<file path="src/core/nsx_pkg.sv">
package nsx_pkg;
  // ---------------------------------------------------------------
  // widths
  // ---------------------------------------------------------------
  localparam int DATA_W = 8;
  localparam int ADDR_W = 7;
  // ---------------------------------------------------------------
  // direction register operands and reset values
  // ---------------------------------------------------------------
  localparam logic [6:0] DIR_A_ADDR  = 7'h05;
  localparam logic [6:0] DIR_B_ADDR  = 7'h06;
  localparam logic [6:0] DIR_C_ADDR  = 7'h07;
  localparam logic [7:0] DIR_RST     = 8'hFF;
  localparam logic [7:0] ACC_RST     = 8'h00;
  localparam logic [7:0] BYTE_ZERO   = 8'h00;
  localparam logic       DEST_ACC    = 1'b0;
  localparam logic       DEST_REG    = 1'b1;
  // ---------------------------------------------------------------
  // operation codes
  // ---------------------------------------------------------------
  typedef enum logic [2:0] {
    NSX_OP_NONE,
    NSX_OP_NIBBLE_EXCHANGE,
    NSX_OP_DIRECTION_LOAD,
    NSX_OP_XOR_IMMEDIATE,
    NSX_OP_XOR_REGISTER
  } nsx_op_t;
endpackage

</file>
<file path="src/core/nsx_result_unit.sv">
`timescale 1ns/1ns
module nsx_result_unit
  import nsx_pkg::*;
(
  input  wire nsx_pkg::nsx_op_t op,
  input  wire logic [7:0]       accIn,
  input  wire logic [7:0]       operand,
  input  wire logic [7:0]       immediate,
  output logic      [7:0]       result,
  output logic                  isZero
);
  import nsx_pkg::*;

  always_comb begin
    case (op)
      NSX_OP_NIBBLE_EXCHANGE: result = {operand[3:0], operand[7:4]};
      NSX_OP_XOR_IMMEDIATE:   result = accIn ^ immediate;
      NSX_OP_XOR_REGISTER:    result = accIn ^ operand;
      NSX_OP_DIRECTION_LOAD:  result = accIn;
      default:                result = BYTE_ZERO;
    endcase
    isZero = (result == BYTE_ZERO);
  end
endmodule

</file>
<file path="src/core/nsx_exec.sv">
// What this block does
// - The nibble exchange puts the operand low nibble on top and its high nibble below.
// - For the nibble exchange, dest 0 writes the accumulator, dest 1 the register.
// - The direction load takes only operands 5 to 7, copies the accumulator, keeps the flags.
// - Operand 5 loads port A direction, 6 port B direction, 7 port C direction.
// - The immediate XOR combines the accumulator with an 8-bit immediate into the accumulator.
// - The immediate XOR changes only the zero flag, not carry or digit carry.
// - The register XOR combines the accumulator with a register addressed by a 7-bit operand.
// - For the register XOR, dest 0 writes the accumulator and dest 1 writes the register back.
// - The register XOR changes only the zero flag among the status flags.
`timescale 1ns/1ns
module nsx_exec
  import nsx_pkg::*;
(
  input  wire logic             ref_clk,
  input  wire logic             rst,
  input  wire logic             opValid,
  input  wire nsx_pkg::nsx_op_t opCode,
  input  wire logic [6:0]       opAddr,
  input  wire logic             destSel,
  input  wire logic [7:0]       immediate,
  input  wire logic [7:0]       regRdData,
  input  wire logic             carryIn,
  input  wire logic             digitCarryIn,
  output logic      [7:0]       acc,
  output logic                  zeroFlag,
  output logic                  carryFlag,
  output logic                  digitCarryFlag,
  output logic                  regWrEn,
  output logic      [6:0]       regWrAddr,
  output logic      [7:0]       regWrData,
  output logic      [7:0]       portADirection,
  output logic      [7:0]       portBDirection,
  output logic      [7:0]       portCDirection
);
  import nsx_pkg::*;

  // ---------------------------------------------------------------
  // state
  // ---------------------------------------------------------------
  logic [7:0] acc_r,  acc_nxt;
  logic       zf_r,   zf_nxt;
  logic       cf_r,   cf_nxt;
  logic       dcf_r,  dcf_nxt;
  logic       we_r,   we_nxt;
  logic [6:0] wa_r,   wa_nxt;
  logic [7:0] wd_r,   wd_nxt;
  logic [7:0] dirA_r, dirA_nxt;
  logic [7:0] dirB_r, dirB_nxt;
  logic [7:0] dirC_r, dirC_nxt;

  // ---------------------------------------------------------------
  // result path
  // ---------------------------------------------------------------
  logic [7:0] result;
  logic       isZero;

  nsx_result_unit uResult (
    .op        (opCode),
    .accIn     (acc_r),
    .operand   (regRdData),
    .immediate (immediate),
    .result    (result),
    .isZero    (isZero)
  );

  always_comb begin
    acc_nxt  = acc_r;
    zf_nxt   = zf_r;
    cf_nxt   = carryIn;
    dcf_nxt  = digitCarryIn;
    we_nxt   = 1'b0;
    wa_nxt   = wa_r;
    wd_nxt   = wd_r;
    dirA_nxt = dirA_r;
    dirB_nxt = dirB_r;
    dirC_nxt = dirC_r;
    if (opValid) begin
      case (opCode)
        NSX_OP_NIBBLE_EXCHANGE: begin
          if (destSel == DEST_ACC) begin
            acc_nxt = result;
          end else begin
            we_nxt = 1'b1;
            wa_nxt = opAddr;
            wd_nxt = result;
          end
        end
        NSX_OP_DIRECTION_LOAD: begin
          case (opAddr)
            DIR_A_ADDR: dirA_nxt = result;
            DIR_B_ADDR: dirB_nxt = result;
            DIR_C_ADDR: dirC_nxt = result;
            default: ;
          endcase
        end
        NSX_OP_XOR_IMMEDIATE: begin
          acc_nxt = result;
          zf_nxt  = isZero;
        end
        NSX_OP_XOR_REGISTER: begin
          zf_nxt = isZero;
          if (destSel == DEST_ACC) begin
            acc_nxt = result;
          end else begin
            we_nxt = 1'b1;
            wa_nxt = opAddr;
            wd_nxt = result;
          end
        end
        default: ;
      endcase
    end
  end

  always_ff @(posedge ref_clk or posedge rst) begin
    if (rst) begin
      acc_r  <= ACC_RST;
      zf_r   <= 1'b0;
      cf_r   <= 1'b0;
      dcf_r  <= 1'b0;
      we_r   <= 1'b0;
      wa_r   <= '0;
      wd_r   <= BYTE_ZERO;
      dirA_r <= DIR_RST;
      dirB_r <= DIR_RST;
      dirC_r <= DIR_RST;
    end else begin
      acc_r  <= acc_nxt;
      zf_r   <= zf_nxt;
      cf_r   <= cf_nxt;
      dcf_r  <= dcf_nxt;
      we_r   <= we_nxt;
      wa_r   <= wa_nxt;
      wd_r   <= wd_nxt;
      dirA_r <= dirA_nxt;
      dirB_r <= dirB_nxt;
      dirC_r <= dirC_nxt;
    end
  end

  assign acc            = acc_r;
  assign zeroFlag       = zf_r;
  assign carryFlag      = cf_r;
  assign digitCarryFlag = dcf_r;
  assign regWrEn        = we_r;
  assign regWrAddr      = wa_r;
  assign regWrData      = wd_r;
  assign portADirection = dirA_r;
  assign portBDirection = dirB_r;
  assign portCDirection = dirC_r;
endmodule

</file>
<file path="config.mk">
export PLATFORM = sky130hd
export DESIGN_NAME = nsx_exec
export DESIGN_NICKNAME = d
export VERILOG_FILES = /design/src/core/nsx_pkg.sv /design/src/core/nsx_result_unit.sv /design/src/core/nsx_exec.sv
export SDC_FILE = /design/constraint.sdc
export NUM_CORES = 1
export LEC_CHECK = 0
export BUFFER_PORTS_ARGS = -buffer_cell sky130_fd_sc_hd__buf_2
export CAP_MARGIN = 0
export CORE_ASPECT_RATIO = 0.7
export CORE_UTILIZATION = 50
export DETAILED_ROUTE_END_ITERATION = 8
export GPL_TIMING_DRIVEN = 0
export PLACE_DENSITY = 0.79
export SYNTH_ARGS = -nofsm -noshare
export SYNTH_HDL_FRONTEND = slang
export SYNTH_HIERARCHICAL = 1
export SYNTH_SLANG_ARGS = --single-unit
</file>
<file path="constraint.sdc">
create_clock -name ref_clk -period 2.8 [get_ports ref_clk]
set_input_delay 0.14 -clock ref_clk [delete_from_list [all_inputs] [get_ports ref_clk]]
set_output_delay 0.14 -clock ref_clk [all_outputs]
set_load 0.01 [all_outputs]
</file>
; Word-level counts from Yosys, hierarchy flattened
; Cells that the tools add are included.
[word_totals]
reg_bits = 51
inputBits = 32
out_inout_bits = 51
wordCells = 36
[op_classes]
n_eq_ne = 8
mux = 6
bitwise_logic = 2
reduce_logical = 10
[op_table]
columns = operator, count
row1 = $pmux 8 s4, 1
row2 = $eq 7x3->1 const B, 3
row3 = $pmux 8 s2, 1
row4 = $xor 8x8->8, 2
row5 = $reduce_and 3->1, 5
row6 = $logic_not 8->1, 1
row7 = $mux 8, 1
row8 = $eq 3x2->1 const B, 2
row9 = $reduce_or 2->1, 2
row10 = $eq 3x1->1 const B, 1
row11 = $eq 3x3->1 const B, 1
row12 = $mux 1, 3
row13 = $ne 2x2->1 const B, 1
row14 = $reduce_and 2->1, 1
row15 = $reduce_bool 2->1, 1

; Logic depth before layout (Yosys ltp)
; Gate-level depths: netlist of run 1.
[logic_depth]
word_depth = 4
mapped_depth = 9
ltp_nobuf = 8

; Modules after synthesis
; Netlist of run 1, hierarchy kept.
[modules_own_cells]
columns = mod, instances, cells_per_inst, area_per_inst_um2, seq_area_each_um2
row1 = nsx_exec, 1, 126, 2110.8, 1306.3
row2 = nsx_result_unit, 1, 60, 441.7, 0.0

; Worst setup path after synthesis of run 1
; Ideal clock, no wire load.
[synth_path]
kind = reg-to-reg
start = reg acc_r[5] (netlist: acc[5])
end = reg zf_r (netlist: zeroFlag)
setup_time_ns = 0.065
t_arrival_ns = 2.230
required_ns = 2.735
path_slack_ns = 0.505
stages_incl_launch_ff = 9
path_buffers = 0
period_less_slack_ns = 2.295
cell_sequence = dfrtp_1 > xnor2_1 > o22ai_2 > or4_1 > or3_1 > nor4_2 > and4bb_2 > o21ai_0 > o211a_1
[synth_via]
elab_chain_cells = 3
elab_cells_between_ends = 4
cone_classes = mux: 1 / bitwise: 2 / reduce/logical: 1
[synth_rtl]
columns = item, line
row1 = start: declaration, nsx_exec.sv:41  ; logic [7:0] acc_r, acc_nxt;
row2 = start signal: assignment, nsx_exec.sv:129  ; acc_r <= acc_nxt;
row3 = "$xor 8x8->8, on equally long branches", "nsx_result_unit.sv:18, nsx_result_unit.sv:17"
row4 = $pmux 8 s4 (*), nsx_result_unit.sv:15  ; case (op)
row5 = $logic_not 8->1 (*), nsx_result_unit.sv:22  ; isZero = (result == BYTE_ZERO);
row6 = named net isZero, nsx_exec.sv:56  ; logic isZero;
row7 = end signal: assignment, nsx_exec.sv:130  ; zf_r <= zf_nxt;
row8 = end: declaration, nsx_exec.sv:42  ; logic zf_r, zf_nxt;
; The timed path passes the listed nets; every way through them passes the cells marked *.
; A chain may end at the register's enable or synchronous reset.

; Worst setup path in the final report of run 1
; Ends and elaborated chain as after synthesis.

==> qor.yml, run 1 <==
outcome:
  outcome: "finished clean"
worst_setup_path:
  critPathRequiredTime_ns: 3.03
  startpoint: "acc[5]$_DFFE_PP0P_"
  path_cells: "xnor2_1 > o22ai_2 > or4_1 > or3_1 > nor4_2 > and4bb_2 > o21ai_0 > o211a_1"
  cp_top_family: "simple AND/OR/NAND/NOR gates"
  cp_num_buf_inv: 0
  critPathArrivalTime_ns: 2.83
  cp_slowest_cell: "or4_1"
  end_kind: "flip-flop"
  crit_path_start_kind: "flip-flop"
  r2r-start: "acc[5]$_DFFE_PP0P_"
  ff2ff_path_depth: 8
  cpPeakStageDelay_ns: 0.53
  critPathKind: "reg -> reg"
  path_max_fanout: 6
  cp.depth: 8
power:
  power.switching_mw: 0.534
  p_leak_nw: 1.52
  swShare_pct: 29.6
  vdd_drop_max_mv: 0.291
  pwr-share-seq_pct: 51.1
  fin_total_pwr_mw: 1.80
  internal_power_mw: 1.27
  comb_power_share_pct: 27.2
  p_clk_share_pct: 21.6
  power.density_nw_per_um2: 567
timing:
  rsz0062_at_grt: "no"
  hold_viol_final: 0
  setup_viol: 0
  min_period_ns: 2.60
  worstMarginPinSlew_ns: 0.922
  slew_headroom_pct: 37.9
  finalSetupTns_ns: 0
  drv_slew: 0
  fmax_mhz: 385
  post-route-period-util_pct: 92.8
  finalClockSkew_ns: 0.00526
routing:
  drt-initial-drc-count: 70
  drc: 0
  vias_per_cell: 5.24
  drt-pass1-iter-count: 4
  num_vias: 1830
  ant_nets: 0
  routed_wl_mm: 5.53
  wl_per_cell_um: 15.8
worst_hold_path:
  min-delay-path-class: "in -> reg"
  whs_path_depth: 2
  min_from: "opAddr[3]"
global_route:
  grt.met3_usage_pct: 6.34
  grt_max_degree: 43
  grt_pass1_vias: 1720
  antenna_found_initial: 0
  grt_first_pass_wirelength_mm: 8.42
  met1_usage_pct: 28.1
  top_usage_layer: "met2"
  use_met2_pct: 33.4
  grt-ovfl-total: 0
  grt_use_total_pct: 20.9
run:
  maxCapViolCount: 0
clocking:
  htree_levels: 2
  cts_buffers: 5
  cts.sinks: 51
  cts_buffer_depth: 2
  root_buffer: "clkbuf_8"
  cts_tree: "built"
  path_clk_slew_ns: 0.08
  clk_latency_ns: 0.29
layout:
  ff_latch_area_sq_um: 1310
  nets: 311
  stdcell_count: 349
  multiInputGateArea_sq_um: 1200
  area_delta_synth_final_pct: 24.6
  final_common_cell: "buf_2"
  fin_area_sq_um: 3180
  n_fill_cell: 418
  diodes: 0
  drive_gt1_share_pct: 61.8
  final_cell_mix: "buf_2, mux2_2, dfrtp_1, dfstp_2, xnor2_1"
floorplanning:
  die-area_sq_um: 5400
  io_pins: 83
  fp.coreArea_sq_um: 4830
  die_w_um: 87.4
  start_util_pct: 52.8
  die_y_um: 61.8
  num_rows: 21
synthesis:
  synth_seq_area_share_pct: 51.2
  synth_xor_area_share_pct: 5.83
  netlist_area_sq_um: 2550
  synthMuxAreaShare_pct: 22.1
  synthAdderAreaFrac_pct: 0
  synth_cell_types: 36
  synth_top_family_by_area: "multiplexers"
  avgSynthCellArea_sq_um: 13.7
  synth_compound_area_share_pct: 8.53
  postSynthNetCount: 218
  synthSimpleGateAreaFrac_pct: 10.5
  yosys_warnings: 6
  synthesis.instances: 186
  synth-seq-cells: 51
placed_design:
  dp_hpwl_mm: 4.18
  gp_congestion: 0.837
  io_buffers: 82
  dpl_cell_area_sq_um: 3070
  placedCellCount: 338
flip-flops by register name, indices dropped and copies added, names as in the netlist:
register,flops
regWrData,8
digitCarryFlag,1
regWrAddr,7
portBDirection,8
acc,8
zeroFlag,1
portCDirection,8
carryFlag,1
portADirection,8
regWrEn,1
kinds of logic (layout without fill, tap and decap cells):
group                  after synthesis  count (layout)
flip-flops                          51              51
multiplexers                        47              47
AND/OR/NAND/NOR                     33              33
AO/OA/AOI/OAI                       30              30
XOR/XNOR                            17              17
buffers and inverters                8             102
final timing paths:
kind	endpoint	slack [ns]
max	zeroFlag$_DFFE_PP0P_	0.20
min	regWrAddr[3]$_DFFE_PP0P_	0.09
max reg2reg	zeroFlag$_DFFE_PP0P_	0.20
min reg2reg	regWrAddr[1]$_DFFE_PP0P_	0.51
max in group asynchronous	portCDirection[0]$_DFFE_PP1P_	1.97
min in group asynchronous	carryFlag$_DFF_PP0_	0.30
synthesized netlist by cell type:
| master | number | area [sq um] |
|---|---|---|
| xor2_1 | 2 | 17.5 |
| and2b_1 | 1 | 7.51 |
| nand3b_1 | 2 | 15.0 |
| and4_1 | 1 | 8.76 |
| nor4b_4 | 1 | 23.8 |
| o22ai_1 | 5 | 31.3 |
| o21bai_1 | 7 | 52.6 |
| o21ai_0 | 4 | 20.0 |
| nor3_1 | 3 | 15.0 |
| nor2_1 | 3 | 11.3 |
| and4bb_2 | 1 | 12.5 |
| mux2_4 | 9 | 135 |
| nor4_2 | 1 | 12.5 |
| a32oi_2 | 1 | 16.3 |
| or3b_1 | 1 | 8.76 |
| inv_1 | 1 | 3.75 |
| mux2_2 | 38 | 428 |
| o211a_1 | 1 | 10.0 |
| or4_1 | 2 | 15.0 |
| o22ai_2 | 1 | 12.5 |
| or4b_1 | 1 | 10.0 |
| nand2b_1 | 2 | 12.5 |
| nor2b_1 | 6 | 37.5 |
| a22oi_1 | 8 | 60.1 |
| nor3b_1 | 3 | 22.5 |
| a21oi_1 | 3 | 15.0 |
| clkbuf_1 | 3 | 11.3 |
| nand4_2 | 2 | 25.0 |
| dfrtp_1 | 27 | 676 |
| xnor2_1 | 15 | 131 |
| and2_1 | 1 | 6.26 |
| buf_2 | 2 | 10.0 |
| nor3b_4 | 1 | 18.8 |
| or3_1 | 1 | 6.26 |
| buf_6 | 2 | 22.5 |
| dfstp_2 | 24 | 631 |
through the flow:
| stage | setup slack (ns) | util (%) | hold WS, ns |
|---|---|---|---|
| 2_1_floorplan | 0.505 | - | 0.171 |
| 3_3_place_gp | 0.383 | 63.1 | 0.249 |
| 3_5_place_dp | 0.290 | 63.5 | 0.0677 |
| 4_1_cts | 0.270 | 65.8 | 0.0787 |
| 5_1_grt | 0.0929 | 65.8 | 0.0933 |
| 6_report | 0.200 | 65.8 | 0.0938 |
layer usage:
metal,routed length [um],up-vias
met3,472,5
met4,44,0
met5,0,-
li1,-,866
met2,2410,68
met1,2600,891
timing repair:
item / 4_1_cts / 5_1_grt
hold endpoints to repair: 11 / 0
hold buffers: 3 / 0
setup buffers: 0 / 0
gates resized for setup: 0 / 0
layout make-up:
type | instances | area share, %
sequential | 51 | 41.1
inverter | 1 | 0.118
clock inverter | 1 | 0.157
tap | 69 | 2.71
clock buffer | 7 | 2.40
multi-input combinational | 127 | 37.7
buffer | 7 | 1.38
timing repair buffer | 86 | 14.5
power by group through the flow:
stage / sequential [mW] / clock (mW) / combinational [mW]
final: 0.922 / 0.390 / 0.491
after CTS: 0.922 / 0.410 / 0.493
after floorplan: 0.964 / 0 / 0.261
after global placement: 0.926 / 0 / 0.474
after detailed placement: 0.935 / 0 / 0.487
after global routing: 0.935 / 0.432 / 0.539
No activity file was read; power rests on OpenSTA's default activity.
==> run 2, diff against run 1 <==
--- a/config.mk
+++ b/config.mk
@@ -5,13 +5,14 @@
 export SDC_FILE = /design/constraint.sdc
 export NUM_CORES = 1
 export LEC_CHECK = 0
+export ABC_AREA = 1
 export BUFFER_PORTS_ARGS = -buffer_cell sky130_fd_sc_hd__buf_2
 export CAP_MARGIN = 0
 export CORE_ASPECT_RATIO = 0.7
-export CORE_UTILIZATION = 50
+export CORE_UTILIZATION = 51
 export DETAILED_ROUTE_END_ITERATION = 8
 export GPL_TIMING_DRIVEN = 0
-export PLACE_DENSITY = 0.79
+export PLACE_DENSITY = 0.8
 export SYNTH_ARGS = -nofsm -noshare
 export SYNTH_HDL_FRONTEND = slang
 export SYNTH_HIERARCHICAL = 1
==> run 2 against run 1 <==
  * Die area grew 1.3%
  * Worst setup slack better by 1.1 ns
  * Via count is 44% higher
  * Global-route usage grew 6.6 points
  * Power down 8.3%
  * First-iteration DRC count grew to 2.7 times the previous value
  * Design area rose by 2.8%
  * Sequential share of layout area shrank 1.1 points
  * Non-clock buffer count down 2
  * Area after synthesis increased by 3.4%
  * Register-to-register slack gained 1.1 ns
  * Critical path type is now in -> reg
==> qor.yml, run 2 <==
layout:
  final_cell_mix: "nand2_1, buf_2, nand3_1, dfrtp_1, inv_1"  # was buf_2, mux2_2, dfrtp_1, dfstp_2, xnor2_1
  n_fill_cell: 458  # was 418
  area_delta_synth_final_pct: 23.9  # was 24.6%
  final_common_cell: "nand2_1"  # was buf_2
  stdcell_count: 511  # was 349
  nets: 473  # was 311
  fin_area_sq_um: 3270  # was 3180 sq um
  diodes: 0  # unchanged
  ff_latch_area_sq_um: 1310  # unchanged
  drive_gt1_share_pct: 32.6  # was 61.8%
  multiInputGateArea_sq_um: 1160  # was 1200 sq um
power:
  internal_power_mw: 1.12  # was 1.27 mW
  vdd_drop_max_mv: 0.322  # was 0.291 mV
  power.switching_mw: 0.530  # was 0.534 mW
  p_clk_share_pct: 25.0  # was 21.6%
  power.density_nw_per_um2: 506  # was 567 nW/um^2
  swShare_pct: 32.1  # was 29.6%
  comb_power_share_pct: 22.9  # was 27.2%
  p_leak_nw: 1.84  # was 1.52 nW
  pwr-share-seq_pct: 52.1  # was 51.1%
  fin_total_pwr_mw: 1.65  # was 1.80 mW
clocking:
  cts_buffers: 5  # unchanged
  cts_resized: 0  # unchanged
  root_buffer: "clkbuf_8"  # unchanged
  cts_buffer_depth: 2  # unchanged
  postCtsHoldBufs: 3  # unchanged
  cts.sinks: 51  # unchanged
  cts_setup_buffers: 0  # unchanged
  cts_tree: "built"  # unchanged
  path_clk_slew_ns: 0.09  # was 0.08 ns
  clk_latency_ns: 0.30  # was 0.29 ns
  htree_levels: 2  # unchanged
timing:
  fmax_mhz: 646  # was 385 MHz
  hold_viol_final: 0  # unchanged
  min_period_ns: 1.55  # was 2.60 ns
  drv_slew: 0  # unchanged
  finalClockSkew_ns: 0.00276  # was 0.00526 ns
  slew_headroom_pct: 65.8  # was 37.9%
  setup_viol: 0  # unchanged
  finalSetupTns_ns: 0  # unchanged
  post-route-period-util_pct: 55.3  # was 92.8%
  worstMarginPinSlew_ns: 0.511  # was 0.922 ns
  rsz0062_at_grt: "no"  # unchanged
synthesis:
  synth_commonest_cells: "nand2_1, nand3_1, dfrtp_1, inv_1, dfstp_2"  # was mux2_2, dfrtp_1, dfstp_2
  synthesis.instances: 348  # was 186
  synth-seq-cells: 51  # unchanged
  synth_ff_type: "dfrtp_1"  # unchanged
  synth_top_cell_by_area: "dfrtp_1"  # unchanged
  postSynthNetCount: 380  # was 218
  synth_cell_types: 19  # was 36
  synth_seq_area_share_pct: 49.5  # was 51.2%
  synth_edf_count: 0  # unchanged
  avgSynthCellArea_sq_um: 7.58  # was 13.7 sq um
  synth-async-reset-ratio_pct: 100  # unchanged
  synth_top_area_share_pct: 25.6  # was 26.5%
  yosys_warnings: 6  # unchanged
  netlist_area_sq_um: 2640  # was 2550 sq um
  synth_area_leaders: "dfrtp_1, dfstp_2, nand2_1"  # was dfrtp_1, dfstp_2, mux2_2
  yosysMostFrequentCell: "nand2_1"  # was mux2_2
floorplanning:
  fp.coreArea_sq_um: 4890  # was 4830 sq um
  num_rows: 21  # unchanged
  die_w_um: 88.0  # was 87.4 um
  start_util_pct: 54.0  # was 52.8%
  die_y_um: 62.2  # was 61.8 um
  die-area_sq_um: 5470  # was 5400 sq um
  io_pins: 83  # unchanged
placed_design:
  dpl_cell_area_sq_um: 3160  # was 3070 sq um
  dp_hpwl_mm: 4.98  # was 4.18 mm
  io_buffers: 82  # unchanged
  gp_congestion: 0.850  # was 0.837
  placedCellCount: 500  # was 338
routing:
  drt-initial-drc-count: 192  # was 70
  wl_per_cell_um: 13.2  # was 15.8 um
  ant_nets: 0  # unchanged
  drc: 0  # unchanged
  vias_per_cell: 5.17  # was 5.24
  routed_wl_mm: 6.76  # was 5.53 mm
  num_vias: 2642  # was 1830
  drt-pass1-iter-count: 5  # was 4
global_route:
  grt_first_pass_wirelength_mm: 11.7  # was 8.42 mm
  grt_use_total_pct: 27.5  # was 20.9%
  grt_max_degree: 37  # was 43
  antenna_found_initial: 0  # unchanged
  grt-ovfl-total: 0  # unchanged
  grt_pass1_vias: 2526  # was 1720
worst_setup_path:
  critPathRequiredTime_ns: 3.04  # was 3.03 ns
  critPathArrivalTime_ns: 1.79  # was 2.83 ns
  startpoint: "opCode[2]"  # was acc[5]$_DFFE_PP0P_
  path_max_fanout: 10  # was 6
  critPathKind: "in -> reg"  # was reg -> reg
  end_kind: "flip-flop"  # unchanged
  crit_path_start_kind: "primary input"  # was flip-flop
  r2r-start: "acc[2]$_DFFE_PP0P_"  # was acc[5]$_DFFE_PP0P_
worst_hold_path:
  min-delay-path-class: "in -> reg"  # unchanged
  min_from: "opAddr[2]"  # was opAddr[3]
run:
  maxCapViolCount: 0  # unchanged
outcome:
  outcome: "finished clean"  # unchanged
## run 2: stage by stage
step / worst slack (ns) / util [%] / hold slack (ns)
after floorplan: 1.47 / - / 0.171
after global placement: 0.848 / 64.2 / 0.248
after detailed placement: 0.957 / 64.6 / 0.128
after CTS: 1.27 / 66.9 / 0.0642
after global routing: 1.08 / 66.9 / 0.0882
final: 1.25 / 66.9 / 0.0658
## run 2: area by class of cell
type	instances	share of cell area, %
well taps	69	2.64
repair buffers	86	14.1
multi-input cells	257	35.4
plain buffers	5	1.30
clock buffers	6	2.22
inverters	35	4.02
flip-flops and latches	51	40.0
clock inverters	2	0.344
## run 2: worst paths after layout
check,endpoint,slack (ns),cells after the start
worst max-delay path,zeroFlag$_DFFE_PP0P_,1.25,11
worst min-delay path,regWrAddr[2]$_DFFE_PP0P_,0.07,3
worst max register to register,zeroFlag$_DFFE_PP0P_,1.29,9
worst min register to register,portADirection[1]$_DFFE_PP1P_,0.46,2
max in group asynchronous,portCDirection[7]$_DFFE_PP1P_,1.87,4
min in group asynchronous,carryFlag$_DFF_PP0_,0.36,3
## run 2: power by group through the flow
stage | Clock, mW | Sequential [mW] | Combinational [mW]
6_report | 0.414 | 0.862 | 0.378
5_1_grt | 0.450 | 0.871 | 0.425
4_1_cts | 0.418 | 0.861 | 0.377
3_5_place_dp | 0 | 0.871 | 0.374
3_3_place_gp | 0 | 0.871 | 0.355
2_1_floorplan | 0 | 0.900 | 0.179
## run 2: metal layers
layer / share of wire, % / GRT usage, % / up-vias
li1: - / - / 1289
met1: 46 / 40.7 / 1231
met2: 44 / 42.4 / 117
met3: 8.4 / 4.79 / 5
met4: 0.75 / 5.74 / 0
met5: 0 / 0 / -
## run 2: kinds of logic (layout without fill, tap and decap cells)
logic type	count (synthesis)	count (layout)	share of synthesized area (%)
AND/OR/NAND/NOR	242	242	41.1
flip-flops	51	51	49.5
buffers and inverters	40	134	6.59
AO/OA/AOI/OAI	15	15	2.84
## run 2: critical path: stages
cell and delay, ns:
buf_2 0.14, buf_2 0.20, nand2_4 0.14, nand2_1 0.21
nand3_1 0.16, nand2_1 0.23, nor2_1 0.17, nand2_1 0.06
nor2_1 0.15, nand4_1 0.11, nand2_1 0.08
==> run 3, diff against run 2 <==
==> constraint.sdc (replaced) <==
create_clock -name ref_clk -period 1.6 [get_ports ref_clk]
set_input_delay 0.08 -clock ref_clk [delete_from_list [all_inputs] [get_ports ref_clk]]
set_output_delay 0.08 -clock ref_clk [all_outputs]
set_load 0.01 [all_outputs]
==> run 3 against run 2 <==
  * Non-clock buffer count did not move
  * Core utilization rose by 0.31 points
  * Final cell count did not move
==> qor.yml, run 3 (synthesized netlist as in run 2, its figures left out) <==
outcome:
  outcome: "finished clean"  # unchanged
timing:
  slew_headroom_pct: 64.1  # was 65.8%
  setup_viol: 0  # unchanged
  worstMarginPinSlew_ns: 0.537  # was 0.511 ns
  hold_viol_final: 0  # unchanged
  fmax_mhz: 681
  min_period_ns: 1.47
  drv_slew: 0  # unchanged
  rsz0062_at_grt: "no"  # unchanged
  setup_ws_ns: 0.132  # was 1.25 ns
  post-route-period-util_pct: 91.8
  finalClockSkew_ns: 0.00273  # was 0.00276 ns
  finalSetupTns_ns: 0  # unchanged
global_route:
  grt_first_pass_wirelength_mm: 11.7  # unchanged
  grt-ovfl-total: 0  # unchanged
  grt_use_total_pct: 27.5  # unchanged
  grt_max_degree: 37  # unchanged
  grt_pass1_vias: 2526  # unchanged
  antenna_found_initial: 0  # unchanged
placed_design:
  io_buffers: 82  # unchanged
  gp_congestion: 0.850  # unchanged
  dp_hpwl_mm: 4.98  # unchanged
  place_ws_ns: -0.183  # was 0.957 ns
layout:
  final_common_cell: "nand2_1"  # unchanged
  final_cell_mix: "nand2_1, buf_2, nand3_1, dfrtp_1, inv_1"  # unchanged
  drive_gt1_share_pct: 33.9  # was 32.6%
  area_delta_synth_final_pct: 24.5  # was 23.9%
  diodes: 0  # unchanged
  nets: 473  # unchanged
power:
  p_leak_nw: 1.84  # about the same
  vdd_drop_max_mv: 0.560  # was 0.322 mV
  power.density_nw_per_um2: 881  # was 506 nW/um^2
  fin_total_pwr_mw: 2.89  # was 1.65 mW
worst_setup_path:
  r2r-start: "acc[5]$_DFFE_PP0P_"  # was acc[2]$_DFFE_PP0P_
  critPathRequiredTime_ns: 1.84  # was 3.04 ns
  critPathKind: "reg -> reg"  # was in -> reg
  end_kind: "flip-flop"  # unchanged
  ff2ff_path_depth: 9  # unchanged
  crit_path_start_kind: "flip-flop"  # was primary input
  path_max_fanout: 6  # was 10
  critPathArrivalTime_ns: 1.71  # was 1.79 ns
  r2r_end: "zeroFlag$_DFFE_PP0P_"  # unchanged
  reg2reg_slack_ns: 0.13  # was 1.29 ns
routing:
  drt-pass1-iter-count: 5  # unchanged
  wl_per_cell_um: 13.3  # was 13.2 um
  routed_wl_mm: 6.79  # was 6.76 mm
  num_vias: 2654  # was 2642
  vias_per_cell: 5.19  # was 5.17
  drt-initial-drc-count: 201  # was 192
  ant_nets: 0  # unchanged
  drc: 0  # unchanged
clocking:
  cts.sinks: 51  # unchanged
  cts_buffer_depth: 2  # unchanged
  cts_setup_buffers: 0  # unchanged
  htree_levels: 2  # unchanged
  path_clk_slew_ns: 0.09  # about the same
  cts_buffers: 5  # unchanged
  cts_tree: "built"  # unchanged
  root_buffer: "clkbuf_8"  # unchanged
  clk_latency_ns: 0.29  # was 0.30 ns
floorplanning:
  fp.coreArea_sq_um: 4890  # unchanged
  die-area_sq_um: 5470  # unchanged
  start_util_pct: 54.0  # unchanged
  die_w_um: 88.0  # unchanged
  num_rows: 21  # unchanged
  die_y_um: 62.2  # unchanged
  io_pins: 83  # unchanged
worst_hold_path:
  min_from: "opAddr[2]"  # unchanged
  whs_path_depth: 3  # unchanged
  min-delay-path-class: "in -> reg"  # unchanged
  min_to: "regWrAddr[2]$_DFFE_PP0P_"  # unchanged
run:
  maxCapViolCount: 0  # unchanged
==> run 3: worst max-delay path, cell delays in order (launching register included) <==
cell     delay, ns
dfrtp_1       0.42
inv_1         0.09
nand3_1       0.08
nand3_1       0.08
nand2_1       0.20
nor2_1        0.15
nand2_1       0.06
nor2_1        0.13
nand4_1       0.11
nand2_1       0.08
==> run 3: metal layers <==
layer	track usage (%)	share of wire (%)	wire, um
met4	5.74	0.27	18
met2	42.4	45	3060
met1	40.7	48	3250
met5	0	0	0
met3	4.79	6.7	454
==> run 3: what timing repair did <==
action | in CTS | in global routing
gates resized for setup | 0 | 6
endpoints found under the setup margin | 0 | 1
hold buffers | 3 | 0
endpoints found under the hold margin | 8 | 0
==> run 3: worst max-delay path by stage <==
stage / from / end / slack [ns]
after floorplan: rst / acc[0]$_DFFE_PP0P_ / 0.33
after global placement: rst / zeroFlag$_DFFE_PP0P_ / -0.29
after detailed placement: opCode[0] / zeroFlag$_DFFE_PP0P_ / -0.18
after CTS: acc[2]$_DFFE_PP0P_ / zeroFlag$_DFFE_PP0P_ / 0.10
after global routing: acc[5]$_DFFE_PP0P_ / zeroFlag$_DFFE_PP0P_ / 0.02
final: acc[5]$_DFFE_PP0P_ / zeroFlag$_DFFE_PP0P_ / 0.13
==> run 3: power by group <==
group	internal, mW	total, mW	switching, mW
Clock	0.308	0.716	0.409
Sequential	1.42	1.51	0.0910
Combinational	0.243	0.669	0.425
==> run 3: metrics by stage <==
stage	hold WS, ns	util, %	cells	instance area (sq um)
global placement	0.188	64.2	499	3140
finish	0.00867	67.2	511	3280
global route	0.0282	67.2	511	3280
floorplan	0.111	-	348	2640
detailed placement	0.0676	64.6	500	3160
CTS	0.00420	66.9	511	3270
==> run 3: cell type report <==
cell class	instances	area (sq um)
Clock buffer	6	72.6
Tap cell	69	86.3
Inverter	35	131
Multi-Input combinational cell	257	1170
Fill cell	458	1600
Timing Repair Buffer	86	460
Buffer	5	42.5
Sequential cell	51	1310
Clock inverter	2	11.3
